### src/design/sec_arb_pkg.sv
// Shared constants for the secondary bus arbiter and parking logic
package sec_arb_pkg;

  // ------------------------------------------------------------
  // Requesters
  // ------------------------------------------------------------
  localparam int          NUM_EXT        = 4;
  localparam int          NUM_REQ        = 5;
  localparam logic [2:0]  BRIDGE_IDX     = 3'h4;

  // ------------------------------------------------------------
  // Arbitration timing in secondary clocks
  // ------------------------------------------------------------
  localparam logic [4:0]  IDLE_TIMEOUT   = 5'h10;
  localparam logic [6:0]  PREEMPT_MAX    = 7'h40;
  localparam logic [1:0]  REQ_BACKOFF    = 2'h2;

  // ------------------------------------------------------------
  // Register byte offsets
  // ------------------------------------------------------------
  localparam logic [7:0]  OFS_CTRL       = 8'h48;
  localparam logic [7:0]  OFS_PREEMPT    = 8'h4c;
  localparam logic [7:0]  OFS_STATUS     = 8'h50;

  // ------------------------------------------------------------
  // Field positions
  // ------------------------------------------------------------
  localparam int          CTRL_ARB_OFF   = 0;
  localparam int          CTRL_PARK_BRG  = 1;
  localparam int          PRE_OFF_BIT    = 31;
  localparam int          PRE_CODE_LSB   = 28;
  localparam int          PRE_LEVEL_LSB  = 0;
  localparam int          ST_OWNER_LSB   = 0;
  localparam int          ST_ACTIVE_BIT  = 3;
  localparam int          ST_REQ_LSB     = 8;

  // ------------------------------------------------------------
  // Values after reset
  // ------------------------------------------------------------
  localparam logic        RST_PRE_OFF    = 1'b0;
  localparam logic [2:0]  RST_PRE_CODE   = 3'h0;
  localparam logic [4:0]  RST_LEVEL      = 5'h00;
  localparam logic        RST_PARK_BRG   = 1'b0;
  localparam logic        RST_ARB_OFF    = 1'b0;

  // ------------------------------------------------------------
  // AXI responses
  // ------------------------------------------------------------
  localparam logic [1:0]  RESP_OKAY      = 2'h0;
  localparam logic [1:0]  RESP_SLVERR    = 2'h2;

endpackage

### src/design/sec_bus_arbiter.sv
// Secondary bus arbiter with parking, preemption and primary parking
`timescale 1ns/1ps
module sec_bus_arbiter
  import sec_arb_pkg::*;
(
  // Clock and reset
  input  wire logic               ref_clk_in,
  input  wire logic               reset_n_in,
  // AXI4-Lite register port
  input  wire logic [7:0]         s_axi_awaddr,
  input  wire logic               s_axi_awvalid,
  output logic                    s_axi_awready,
  input  wire logic [31:0]        s_axi_wdata,
  input  wire logic [3:0]         s_axi_wstrb,
  input  wire logic               s_axi_wvalid,
  output logic                    s_axi_wready,
  output logic      [1:0]         s_axi_bresp,
  output logic                    s_axi_bvalid,
  input  wire logic               s_axi_bready,
  input  wire logic [7:0]         s_axi_araddr,
  input  wire logic               s_axi_arvalid,
  output logic                    s_axi_arready,
  output logic      [31:0]        s_axi_rdata,
  output logic      [1:0]         s_axi_rresp,
  output logic                    s_axi_rvalid,
  input  wire logic               s_axi_rready,
  // Secondary bus pins
  input  wire logic [NUM_EXT-1:0] sec_req_n_in,
  output logic      [NUM_EXT-1:0] sec_gnt_n_out,
  input  wire logic               sec_frame_n_in,
  input  wire logic               downstream_initiator_ready_n_in,
  input  wire logic               sec_ext_gnt_n_in,
  output logic                    sec_ext_req_n_out,
  output logic                    sec_ad_oe_out,
  output logic                    sec_par_oe_out,
  // Bridge secondary initiator
  input  wire logic               bridge_sec_req_in,
  output logic                    bridge_sec_gnt_out,
  // Primary bus pins
  input  wire logic               pri_gnt_n_in,
  output logic                    pri_req_n_out,
  input  wire logic               pri_frame_n_in,
  input  wire logic               pri_irdy_n_in,
  output logic                    pri_frame_n_out,
  output logic                    pri_frame_oe_out,
  output logic                    pri_ad_oe_out,
  output logic                    upstream_parity_oe_out,
  // Bridge primary initiator
  input  wire logic               up_pending_in,
  input  wire logic               pri_term_in,
  output logic                    pri_start_out
);

  // ------------------------------------------------------------
  // Functions
  // ------------------------------------------------------------
  function automatic logic [NUM_EXT-1:0] onehot(input logic [2:0] idx);
    onehot = NUM_EXT'(1) << idx;
  endfunction

  function automatic logic [6:0] preempt_delay(input logic [2:0] code);
    preempt_delay = (code == 3'h0) ? 7'h00 : 7'h01 << (code - 3'h1);
  endfunction

  // ------------------------------------------------------------
  // Pin synchronisers
  // ------------------------------------------------------------
  logic [NUM_EXT-1:0] sreq_n_s;
  logic               sframe_n_s;
  logic               sirdy_n_s;
  logic               sext_gnt_n_s;
  logic               pgnt_n_s;
  logic               pframe_n_s;
  logic               pirdy_n_s;

  pin_sync #(.W(NUM_EXT + 6), .RST('1)) u_sync (
    .ref_clk_in (ref_clk_in),
    .reset_n_in (reset_n_in),
    .async_in   ({sec_req_n_in, sec_frame_n_in, downstream_initiator_ready_n_in, sec_ext_gnt_n_in,
                  pri_gnt_n_in, pri_frame_n_in, pri_irdy_n_in}),
    .sync_out   ({sreq_n_s, sframe_n_s, sirdy_n_s, sext_gnt_n_s, pgnt_n_s, pframe_n_s, pirdy_n_s})
  );

  // ------------------------------------------------------------
  // Configuration registers
  // ------------------------------------------------------------
  logic       arb_off;
  logic       park_brg;
  logic       pre_off;
  logic [2:0] pre_code;
  logic [4:0] hi_level;
  logic [2:0] owner;
  logic       active;

  logic [7:0] aw_addr;
  logic       aw_held;
  logic [31:0] w_data;
  logic [3:0] w_strb;
  logic       w_held;
  logic       do_write;

  assign do_write = aw_held && w_held && !s_axi_bvalid;

  always_ff @(posedge ref_clk_in) begin
    if (!reset_n_in) begin
      aw_held       <= 1'b0;
      w_held        <= 1'b0;
      aw_addr       <= 8'h00;
      w_data        <= 32'h0000_0000;
      w_strb        <= 4'h0;
      s_axi_awready <= 1'b0;
      s_axi_wready  <= 1'b0;
      s_axi_bvalid  <= 1'b0;
      s_axi_bresp   <= RESP_OKAY;
    end else begin
      s_axi_awready <= !aw_held && !(s_axi_awvalid && s_axi_awready);
      s_axi_wready  <= !w_held && !(s_axi_wvalid && s_axi_wready);
      if (s_axi_awvalid && s_axi_awready) begin
        aw_held <= 1'b1;
        aw_addr <= s_axi_awaddr;
      end
      if (s_axi_wvalid && s_axi_wready) begin
        w_held <= 1'b1;
        w_data <= s_axi_wdata;
        w_strb <= s_axi_wstrb;
      end
      if (do_write) begin
        aw_held      <= 1'b0;
        w_held       <= 1'b0;
        s_axi_bvalid <= 1'b1;
        s_axi_bresp  <= (aw_addr[7:2] == OFS_CTRL[7:2] || aw_addr[7:2] == OFS_PREEMPT[7:2] ||
                         aw_addr[7:2] == OFS_STATUS[7:2]) ? RESP_OKAY : RESP_SLVERR;
      end else if (s_axi_bvalid && s_axi_bready) begin
        s_axi_bvalid <= 1'b0;
      end
    end
  end

  always_ff @(posedge ref_clk_in) begin
    if (!reset_n_in) begin
      arb_off  <= RST_ARB_OFF;
      park_brg <= RST_PARK_BRG;
      pre_off  <= RST_PRE_OFF;
      pre_code <= RST_PRE_CODE;
      hi_level <= RST_LEVEL;
    end else if (do_write) begin
      if (aw_addr[7:2] == OFS_CTRL[7:2] && w_strb[0]) begin
        arb_off  <= w_data[CTRL_ARB_OFF];
        park_brg <= w_data[CTRL_PARK_BRG];
      end
      if (aw_addr[7:2] == OFS_PREEMPT[7:2]) begin
        if (w_strb[3]) begin
          pre_off  <= w_data[PRE_OFF_BIT];
          pre_code <= w_data[PRE_CODE_LSB +: 3];
        end
        if (w_strb[0]) begin
          hi_level <= w_data[PRE_LEVEL_LSB +: NUM_REQ];
        end
      end
    end
  end

  // Read channel, one word per request
  always_ff @(posedge ref_clk_in) begin
    if (!reset_n_in) begin
      s_axi_arready <= 1'b0;
      s_axi_rvalid  <= 1'b0;
      s_axi_rdata   <= 32'h0000_0000;
      s_axi_rresp   <= RESP_OKAY;
    end else begin
      s_axi_arready <= !s_axi_rvalid && !(s_axi_arvalid && s_axi_arready);
      if (s_axi_arvalid && s_axi_arready) begin
        s_axi_rvalid <= 1'b1;
        s_axi_rresp  <= RESP_OKAY;
        s_axi_rdata  <= 32'h0000_0000;
        unique case (s_axi_araddr[7:2])
          OFS_CTRL[7:2]: begin
            s_axi_rdata[CTRL_ARB_OFF]  <= arb_off;
            s_axi_rdata[CTRL_PARK_BRG] <= park_brg;
          end
          OFS_PREEMPT[7:2]: begin
            s_axi_rdata[PRE_OFF_BIT]                <= pre_off;
            s_axi_rdata[PRE_CODE_LSB +: 3]          <= pre_code;
            s_axi_rdata[PRE_LEVEL_LSB +: NUM_REQ]   <= hi_level;
          end
          OFS_STATUS[7:2]: begin
            s_axi_rdata[ST_OWNER_LSB +: 3]          <= owner;
            s_axi_rdata[ST_ACTIVE_BIT]              <= active;
            s_axi_rdata[ST_REQ_LSB +: NUM_REQ]      <= {bridge_sec_req_in, ~sreq_n_s};
          end
          default: s_axi_rresp <= RESP_SLVERR;
        endcase
      end else if (s_axi_rvalid && s_axi_rready) begin
        s_axi_rvalid <= 1'b0;
      end
    end
  end

  // ------------------------------------------------------------
  // Secondary arbitration
  // ------------------------------------------------------------
  logic [NUM_REQ-1:0] req_vec;
  logic [2:0]         last_hi;
  logic [2:0]         last_lo;
  logic               hi_valid;
  logic [2:0]         hi_idx;
  logic               lo_valid;
  logic [2:0]         lo_idx;
  logic               win_valid;
  logic [2:0]         win;
  logic               bus_busy;
  logic               owner_req;
  logic               others_wait;
  logic [4:0]         to_cnt;
  logic               to_inc;
  logic               to_hit;
  logic [6:0]         pre_cnt;
  logic               pre_hit;
  logic               release_gnt;
  logic [2:0]         next_owner;
  logic               next_active;
  logic               new_grant;

  assign req_vec     = {bridge_sec_req_in, ~sreq_n_s};
  assign bus_busy    = !sframe_n_s || !sirdy_n_s;
  assign win_valid   = hi_valid || lo_valid;
  assign win         = hi_valid ? hi_idx : lo_idx;
  assign owner_req   = req_vec[owner];
  assign others_wait = win_valid && (win != owner);
  assign to_inc      = active && !bus_busy && owner_req;
  assign to_hit      = to_inc && (to_cnt == IDLE_TIMEOUT - 5'h01);
  assign pre_hit     = !pre_off && active && owner_req && others_wait &&
                       (pre_cnt >= preempt_delay(pre_code));
  assign release_gnt = active && ((others_wait && !owner_req) || pre_hit || to_hit ||
                                  (park_brg && !win_valid && owner != BRIDGE_IDX));
  assign new_grant   = next_active && (!active || next_owner != owner);

  rr_pick u_pick_hi (
    .req_in    (req_vec & hi_level),
    .last_in   (last_hi),
    .valid_out (hi_valid),
    .idx_out   (hi_idx)
  );

  rr_pick u_pick_lo (
    .req_in    (req_vec & ~hi_level),
    .last_in   (last_lo),
    .valid_out (lo_valid),
    .idx_out   (lo_idx)
  );

  always_comb begin
    next_owner  = owner;
    next_active = active;
    if (arb_off) begin
      next_active = 1'b0;
    end else if (!active) begin
      next_active = 1'b1;
      next_owner  = win_valid ? win : (park_brg ? BRIDGE_IDX : owner);
    end else if (release_gnt) begin
      if (bus_busy && others_wait) begin
        next_owner = win;
      end else begin
        next_active = 1'b0;
      end
    end
  end

  always_ff @(posedge ref_clk_in) begin
    if (!reset_n_in) begin
      owner         <= BRIDGE_IDX;
      active        <= 1'b1;
      sec_gnt_n_out <= '1;
    end else begin
      owner         <= next_owner;
      active        <= next_active;
      sec_gnt_n_out <= ~(onehot(next_owner) & {NUM_EXT{next_active}});
    end
  end

  // Rotation pointers per level
  always_ff @(posedge ref_clk_in) begin
    if (!reset_n_in) begin
      last_hi <= BRIDGE_IDX;
      last_lo <= BRIDGE_IDX;
    end else if (new_grant && win_valid) begin
      if (hi_level[next_owner]) begin
        last_hi <= next_owner;
      end else begin
        last_lo <= next_owner;
      end
    end
  end

  // Idle-grant and preemption counters
  always_ff @(posedge ref_clk_in) begin
    if (!reset_n_in) begin
      to_cnt  <= 5'h00;
      pre_cnt <= 7'h00;
    end else begin
      to_cnt  <= (to_inc && !to_hit && !new_grant) ? to_cnt + 5'h01 : 5'h00;
      if (!others_wait || new_grant) begin
        pre_cnt <= 7'h00;
      end else if (pre_cnt != PREEMPT_MAX) begin
        pre_cnt <= pre_cnt + 7'h01;
      end
    end
  end

  // Bridge grant and its secondary parking
  always_ff @(posedge ref_clk_in) begin
    if (!reset_n_in) begin
      bridge_sec_gnt_out <= 1'b0;
      sec_ext_req_n_out  <= 1'b1;
      sec_ad_oe_out      <= 1'b0;
      sec_par_oe_out     <= 1'b0;
    end else begin
      bridge_sec_gnt_out <= arb_off ? !sext_gnt_n_s : (next_active && next_owner == BRIDGE_IDX);
      sec_ext_req_n_out  <= !(arb_off && bridge_sec_req_in);
      sec_ad_oe_out      <= bridge_sec_gnt_out && !bridge_sec_req_in && !bus_busy;
      sec_par_oe_out     <= sec_ad_oe_out && bridge_sec_gnt_out && !bridge_sec_req_in && !bus_busy;
    end
  end

  // ------------------------------------------------------------
  // Primary request, parking and start
  // ------------------------------------------------------------
  logic [1:0] backoff;
  logic       pri_idle;
  logic       pri_start;

  assign pri_idle  = pframe_n_s && pirdy_n_s;
  assign pri_start = up_pending_in && backoff == 2'h0 && !pri_term_in && !pgnt_n_s && pri_idle &&
                     !pri_frame_oe_out && (pri_ad_oe_out || !pri_req_n_out);

  always_ff @(posedge ref_clk_in) begin
    if (!reset_n_in) begin
      backoff       <= 2'h0;
      pri_req_n_out <= 1'b1;
    end else begin
      if (pri_term_in) begin
        backoff <= REQ_BACKOFF - 2'h1;
      end else if (backoff != 2'h0) begin
        backoff <= backoff - 2'h1;
      end
      pri_req_n_out <= !(up_pending_in && !pri_term_in && backoff == 2'h0);
    end
  end

  always_ff @(posedge ref_clk_in) begin
    if (!reset_n_in) begin
      pri_ad_oe_out          <= 1'b0;
      upstream_parity_oe_out <= 1'b0;
      pri_frame_n_out        <= 1'b1;
      pri_frame_oe_out       <= 1'b0;
      pri_start_out          <= 1'b0;
    end else begin
      pri_ad_oe_out          <= !pgnt_n_s && pri_req_n_out && pri_idle;
      upstream_parity_oe_out <= pri_ad_oe_out && !pgnt_n_s;
      pri_frame_n_out        <= !pri_start;
      pri_frame_oe_out       <= pri_start;
      pri_start_out          <= pri_start;
    end
  end
endmodule

### src/design/pin_sync.sv
// Two flip-flop synchroniser for pin inputs
`timescale 1ns/1ps
module pin_sync #(
  parameter int         W   = 1,
  parameter logic [W-1:0] RST = '1
) (
  // Clock and reset
  input  wire logic         ref_clk_in,
  input  wire logic         reset_n_in,
  // Data
  input  wire logic [W-1:0] async_in,
  output logic      [W-1:0] sync_out
);

  logic [W-1:0] stage1;

  always_ff @(posedge ref_clk_in) begin
    if (!reset_n_in) begin
      stage1   <= RST;
      sync_out <= RST;
    end else begin
      stage1   <= async_in;
      sync_out <= stage1;
    end
  end

endmodule

### src/design/rr_pick.sv
// Round-robin picker over the five requesters of one level
`timescale 1ns/1ps
module rr_pick
  import sec_arb_pkg::*;
(
  // Requests and last winner
  input  wire logic [NUM_REQ-1:0] req_in,
  input  wire logic [2:0]         last_in,
  // Result
  output logic                    valid_out,
  output logic      [2:0]         idx_out
);

  always_comb begin
    logic [2:0] cand;
    cand      = last_in;
    valid_out = 1'b0;
    idx_out   = last_in;
    for (int k = 0; k < NUM_REQ; k++) begin
      cand = (cand == BRIDGE_IDX) ? 3'h0 : cand + 3'h1;
      if (!valid_out && req_in[cand]) begin
        valid_out = 1'b1;
        idx_out   = cand;
      end
    end
  end

endmodule

### config.mk
export PLATFORM = sky130hd
export DESIGN_NAME = sec_bus_arbiter
export DESIGN_NICKNAME = d
export VERILOG_FILES = /design/src/design/sec_arb_pkg.sv /design/src/design/sec_bus_arbiter.sv /design/src/design/pin_sync.sv /design/src/design/rr_pick.sv
export SDC_FILE = /design/constraint.sdc
export NUM_CORES = 1
export LEC_CHECK = 0
export ABC_AREA = 1
export BUFFER_PORTS_ARGS = -buffer_cell sky130_fd_sc_hd__buf_2
export CAP_MARGIN = 20
export CORE_ASPECT_RATIO = 0.5
export CORE_UTILIZATION = 51
export CTS_CLUSTER_DIAMETER = 150
export DETAILED_ROUTE_END_ITERATION = 7
export GPL_ROUTABILITY_DRIVEN = 0
export PLACE_DENSITY = 0.85
export SYNTH_ARGS = -nofsm -noshare
export SYNTH_HDL_FRONTEND = slang
export SYNTH_SLANG_ARGS = --single-unit
export TNS_END_PERCENT = 100
### constraint.sdc
create_clock -name ref_clk_in -period 4.5 [get_ports ref_clk_in]
set_clock_uncertainty 0.05 [all_clocks]
set_input_delay 0.45 -clock ref_clk_in [delete_from_list [all_inputs] [get_ports ref_clk_in]]
set_output_delay 0.45 -clock ref_clk_in [all_outputs]
set_load 0.05 [all_outputs]
==> metrics.txt, run 1 <==
Area Overhead vs Synth=31.3%; Max-slew headroom=46.3%; CTS tree=done; critical path's slowest cell=dfxtp_2; die width=about 160 um; count of final max-slew check failures=0; CTS Buf Count=9; # Max-Cap Violations=0; EDFF count, synth=0; YS warnings=0; post-synth top area share=33.8%; # IOs=127; routed via count=7,316; cts hold-fix bufs=0; FP Rows=28; Final setup viols=18; Synth Flop Type=dfxtp_1; 1st-iter DRT viols=872; P_leak=3.97 nW; outcome=finished with violations; Worst Path Arrival=a little over 5000 ps; largest net degree at the start of global routing=between 50 and 60; Post-DP HPWL=12,100 um; clk_lat worst skew=between 300 and 400 ps; register bit total from synthesis=108; CTS root buf=clkbuf_16; most common cell in the netlist=nand2_1; failing checks=negative setup slack; Distinct cells, synth=46; first-pass detailed-route iteration total=8; worst vdd rail ir drop=around 0.73 mV; synth cell count leaders=194 x nand2_1, 108 x dfxtp_1, 108 x nand3_1; Die H=81.2 um; Startpoint Class=flip-flop; Worst Setup Slack, final=-393 ps; FFs w/ async S/R, synth=0%; die area=13,000 sq um; clock sink count=between 100 and 150; Post-Route WL=20,400 um; maximum root-to-sink buffer count=2; Synth area leaders=dfxtp_1 34%, nand2_1 11%, nand3_1 8.5%; critical path class=flip-flop to flip-flop; Core Area=12,000 sq um; nets=1,199; Diodes inserted=0; initial core utilization=53.2%; Cells after Synth=938; share of cells above drive strength 1=34.3%; antenna violation net count after detailed routing=0; DR DRC count=0; Worst Path Max Fanout=6; first-pass GRT wire length=roughly 28,000 um; CP Capture Type=flip-flop; vias in the first global route=~6,300; WHS=230 ps; GRT Overall Usage=27.0%; syn avg cell area=6.82 sq um; CP peak stage delay=340 ps; Via density=5.76; minimum clock period=about 4900 ps; Seq/Total Area, Yosys=~34%; pre-CTS WS=-286 ps; leading area contributor after synthesis=dfxtp_1; Clock Pin Slew Worst Setup and Hold Paths=80 ps; number of antenna violations at the first check in global routing=0; DR WL/cell=16.1 um; pwr/cell area=916 nW/um^2; Port Buffer Count=77; final period utilization=109%; Worst-Margin Slew=about 800 ps; CP most frequent cell=nand2_4; synthesized area=6400 sq um; grt ovf=0; Fmax=approximately 0.20 GHz; CP required=4740 ps; Final Power=between 7 and 8 mW; type of the most critical hold path=input pin to flip-flop; RSZ-0062 raised after global routing=yes; Final Hold Viols=0; CTS H-tree lvls=3
timing repair:
action,in CTS,in global routing
pin swaps,39,59
setup endpoints to repair,18,20
resized for setup,60,76
setup buffers,16,11
metrics by stage:
stage | cells | area, sq um | TNS, ps | util, %
after CTS | 1259 | 7980 | 0 | 66.4
final | 1270 | 8400 | -5350 | 69.9
after global routing | 1270 | 8400 | -10870 | 69.9
after floorplan | 957 | 6470 | 0 | -
after global placement | 1228 | 7330 | -1260 | 61.0
after detailed placement | 1228 | 7330 | -3500 | 61.0
cell families (layout without fill, tap and decap cells):
family          after synthesis  after routing  synth area share (%)
compound gates              119            119                  10.4
fa+ha+maj                    27             27                  5.28
flops                       108            108                  33.8
xor+xnor                      3              3                 0.411
other cells                   1             20                0.0586
buf+inv                     166            314                  11.0
simple gates                514            514                  39.0
sequential cells by signal, summed over array words and instances, names as in the netlist, 2 cells and up:
signal / count
aw_addr: 6
backoff: 2
hi_level: 5
last_hi: 3
last_lo: 3
owner: 3
pre_cnt: 7
pre_code: 3
s_axi_rdata: 14
sec_gnt_n_out: 4
to_cnt: 5
u_sync.stage1: 10
u_sync.sync_out: 10
w_data: 9
w_strb: 2
worst paths after layout:
path	start	to	cells after the start	slack [ps]
worst max-delay path	last_hi[0]$_SDFFE_PN0P_	last_hi[1]$_SDFFE_PN0P_	43	-390
worst min-delay path	pri_frame_n_in	u_sync.stage1[1]$_SDFF_PN1_	2	230
worst max register to register	last_hi[0]$_SDFFE_PN0P_	last_hi[1]$_SDFFE_PN0P_	43	-390
worst min register to register	aw_held$_SDFFE_PP0P_	s_axi_awready$_SDFF_PN0_	1	370
power breakdown:
| part | leakage (nW) | internal (mW) | total, mW | switching, mW |
|---|---|---|---|---|
| logic | 2.95 | 2.29 | 5.81 | 3.52 |
| registers | 0.884 | 1.03 | 1.09 | 0.0626 |
| clock network | 0.134 | 0.390 | 0.787 | 0.397 |
| total | 3.97 | 3.71 | 7.70 | 3.98 |
area by class of cell:
cell class / instances / area, sq um
fill: 788 / 3620
multi-input combinational: 683 / 4130
clock inverter: 7 / 65.1
clock buffer: 9 / 225
inverter: 129 / 497
sequential: 108 / 2170
timing repair buffer: 169 / 1120
tap: 165 / 206
placed cells by master, fill, tap and decap left out, types with 4 or more instances in the layout:
cell type  instances
a21oi_1           37
buf_2             77
buf_4             88
clkbuf_16          9
conb_1            20
dfxtp_1          105
ha_1              21
ha_4               5
inv_1             96
inv_2             28
nand2_1          161
nand2_2           39
nand2_4           20
nand3_1           89
nand3_2           26
nand3_4            8
nand4_1           20
nor2_1            78
nor2_2             5
nor2_4            14
nor3_1            15
o21a_1             5
o21ai_0           56
o21ai_4            4
or2_2             23
critical path, delay by kind of cell (launching register included):
kind / cells / cell delay, ps
adder cells (fa/ha/maj): 3 / 580
AND/OR/NAND/NOR: 33 / 3420
buffers and inverters: 7 / 440
flip-flops: 1 / 340
per-layer routing:
metal	GRT usage [%]	wire length, um	share of wire (%)
met5	0	0	0
met4	11.7	1080	5.3
met3	5.46	1880	9.2
met2	49.5	9520	47
met1	31.3	7910	39
Note: power is estimated with default switching activity, not from simulation.
==> run 2, diff against run 1 <==
--- a/config.mk
+++ b/config.mk
@@ -13,7 +13,7 @@
 export CTS_CLUSTER_DIAMETER = 150
 export DETAILED_ROUTE_END_ITERATION = 7
 export GPL_ROUTABILITY_DRIVEN = 0
-export PLACE_DENSITY = 0.85
+export PLACE_DENSITY_LB_ADDON = 0.1
 export SYNTH_ARGS = -nofsm -noshare
 export SYNTH_HDL_FRONTEND = slang
 export SYNTH_SLANG_ARGS = --single-unit
==> run 2 against run 1 <==
The flow still finishes with violations (negative setup slack). Non-clock buffer count grew 8. Final area grew 1.8%. Count of clock-buffer cells in the layout grew 1. Power shrank 2.7%. Worst setup slack gained 220 ps. Cell count grew 0.63%. First-iteration DRC count shrank 60%. Clock power grew 1%. Sequential share of layout area shrank 0.45 points. Critical path depth shrank 5. Critical path type unchanged. Highest routed layer unchanged.
==> metrics.txt, run 2 (synthesis results as in run 1) <==
outcome=finished with violations; failing checks=negative setup slack; fin area=8550 sq um; fillers=approximately 980; nets=1,207; count of final max-slew check failures=0; routed via count=6,602; critical path class=flip-flop to flip-flop; first-pass detailed-route iteration total=5; minimum clock period=4670 ps; worst vdd rail ir drop=between 0.6 and 0.7 mV; placed insts=approximately 1,200; initial core utilization=53.2%; met2 wire length=8070 um; Max-slew headroom=56.9%; clk_lat worst skew=350 ps; CP Capture Type=flip-flop; Area Overhead vs Synth=33.7%; largest net degree at the start of global routing=between 50 and 60; max reg flops=14; Post-Route WL=~17,000 um; final period utilization=104%; R2R Setup Slk=-170 ps; CTS Buf Count=9; RSZ-0062 raised after global routing=yes; Fmax=0.214 GHz; DR DRC count=0; Port Buffer Count=just under 80; critical path's slowest cell=dfxtp_2; die area=13,000 sq um; Post-DP HPWL=approximately 12,000 um; clock sink count=108; Via density=5.17; most frequent cells in the layout=149 x nand2_1, 104 x dfxtp_1, 97 x buf_4; CP most frequent cell=inv_2; Final Hold Viols=0; Non-Filler Instances=1,278; CTS tree=done; commonest non-fill, non-tap cell in the layout=nand2_1; P_leak=4.06 nW; share of cells above drive strength 1=36.6%; Worst Path Max Fanout=6; FP Rows=28; M1 WL=around 8000 um; cts hold-fix bufs=0; number of antenna violations at the first check in global routing=0; 1st-iter DRT viols=351; maximum root-to-sink buffer count=2; Sum Neg Setup Slack=-1550 ps; Core Area=12,000 sq um; type of the most critical hold path=input pin to flip-flop; Largest regs=s_axi_rdata: 14 flops, u_sync.stage1: 10 flops, u_sync.sync_out: 10 flops; Worst-Margin Slew=approximately 650 ps; Die H=81.2 um; WL met3=1080 um; vias in the first global route=5,462; Diodes inserted=0; CP peak stage delay=340 ps; uppermost layer routed=met4; # IOs=around 130; CTS H-tree lvls=3; utilization after layout=about 70%; CTS root buf=clkbuf_16; GRT Overall Usage=24.9%; Worst Path Arrival=4900 ps; DR WL/cell=13.6 um; grt ovf=0; Final setup viols=14; first-pass GRT wire length=26,000 um; pwr/cell area=around 900 nW/um^2; CP required=4730 ps; Clock Pin Slew Worst Setup and Hold Paths=70 ps; antenna violation net count after detailed routing=0; Worst Setup Slack, final=-169 ps; Biggest register=s_axi_rdata; # Max-Cap Violations=0; dpl cell area=around 7400 sq um; Startpoint Class=flip-flop; die width=160 um
-- run 2: area by class of cell --
cell class | count | area (sq um) | area share, %
Clock buffer | 10 | 229 | 2.68
Clock inverter | 6 | 72.6 | 0.848
Inverter | 129 | 499 | 5.84
Multi-Input combinational cell | 683 | 4220 | 49.3
Sequential cell | 108 | 2170 | 25.3
Tap cell | 165 | 206 | 2.41
Timing Repair Buffer | 177 | 1160 | 13.6
-- run 2: path summary, 6_finish.rpt --
path	depth (start not counted)	endpoint	startpoint
min	2	u_sync.stage1[9]$_SDFF_PN1_	sec_req_n_in[3]
max reg2reg	38	last_lo[1]$_SDFFE_PN0P_	last_hi[1]$_SDFFE_PN0P_
min reg2reg	1	u_sync.sync_out[0]$_SDFF_PN1_	u_sync.stage1[0]$_SDFF_PN1_
max	38	last_lo[1]$_SDFFE_PN0P_	last_hi[1]$_SDFFE_PN0P_
-- run 2: metrics by stage --
stage,hold slack [ps],power (mW),setup slack (ps)
after floorplan,343,3.63,45.1
after global placement,344,5.00,-133
after detailed placement,348,5.06,-255
after CTS,223,6.36,4.17
after global routing,222,7.99,-451
final,233,7.49,-169
-- run 2: power breakdown --
| group | switching (mW) | leakage (nW) | internal, mW |
|---|---|---|---|
| Combinational | 3.19 | 3.02 | 2.40 |
| Clock | 0.359 | 0.149 | 0.439 |
| Sequential | 0.0587 | 0.884 | 1.03 |
| Total | 3.61 | 4.06 | 3.88 |
-- run 2: per-layer routing --
metal	vias to the layer above	GRT usage [%]
li1	3339	-
met1	3036	34.4
met2	207	40.7
met3	20	4.70
met4	0	5.33
met5	-	0
-- run 2: critical path, delay by kind of cell (launching register included) --
| kind | cells | cell delay (ps) |
|---|---|---|
| adder cells (fa/ha/maj) | 3 | 570 |
| AND/OR/NAND/NOR | 24 | 2830 |
| AO/OA/AOI/OAI | 3 | 200 |
| flip-flops | 1 | 340 |
| buffers and inverters | 8 | 590 |
-- run 2: repair_timing --
action                                  in CTS  in global routing
cloned                                       0                  0
pin swaps                                   31                 76
resized for setup                           48                118
endpoints found under the setup margin      18                 20
buffers inserted                            12                 16
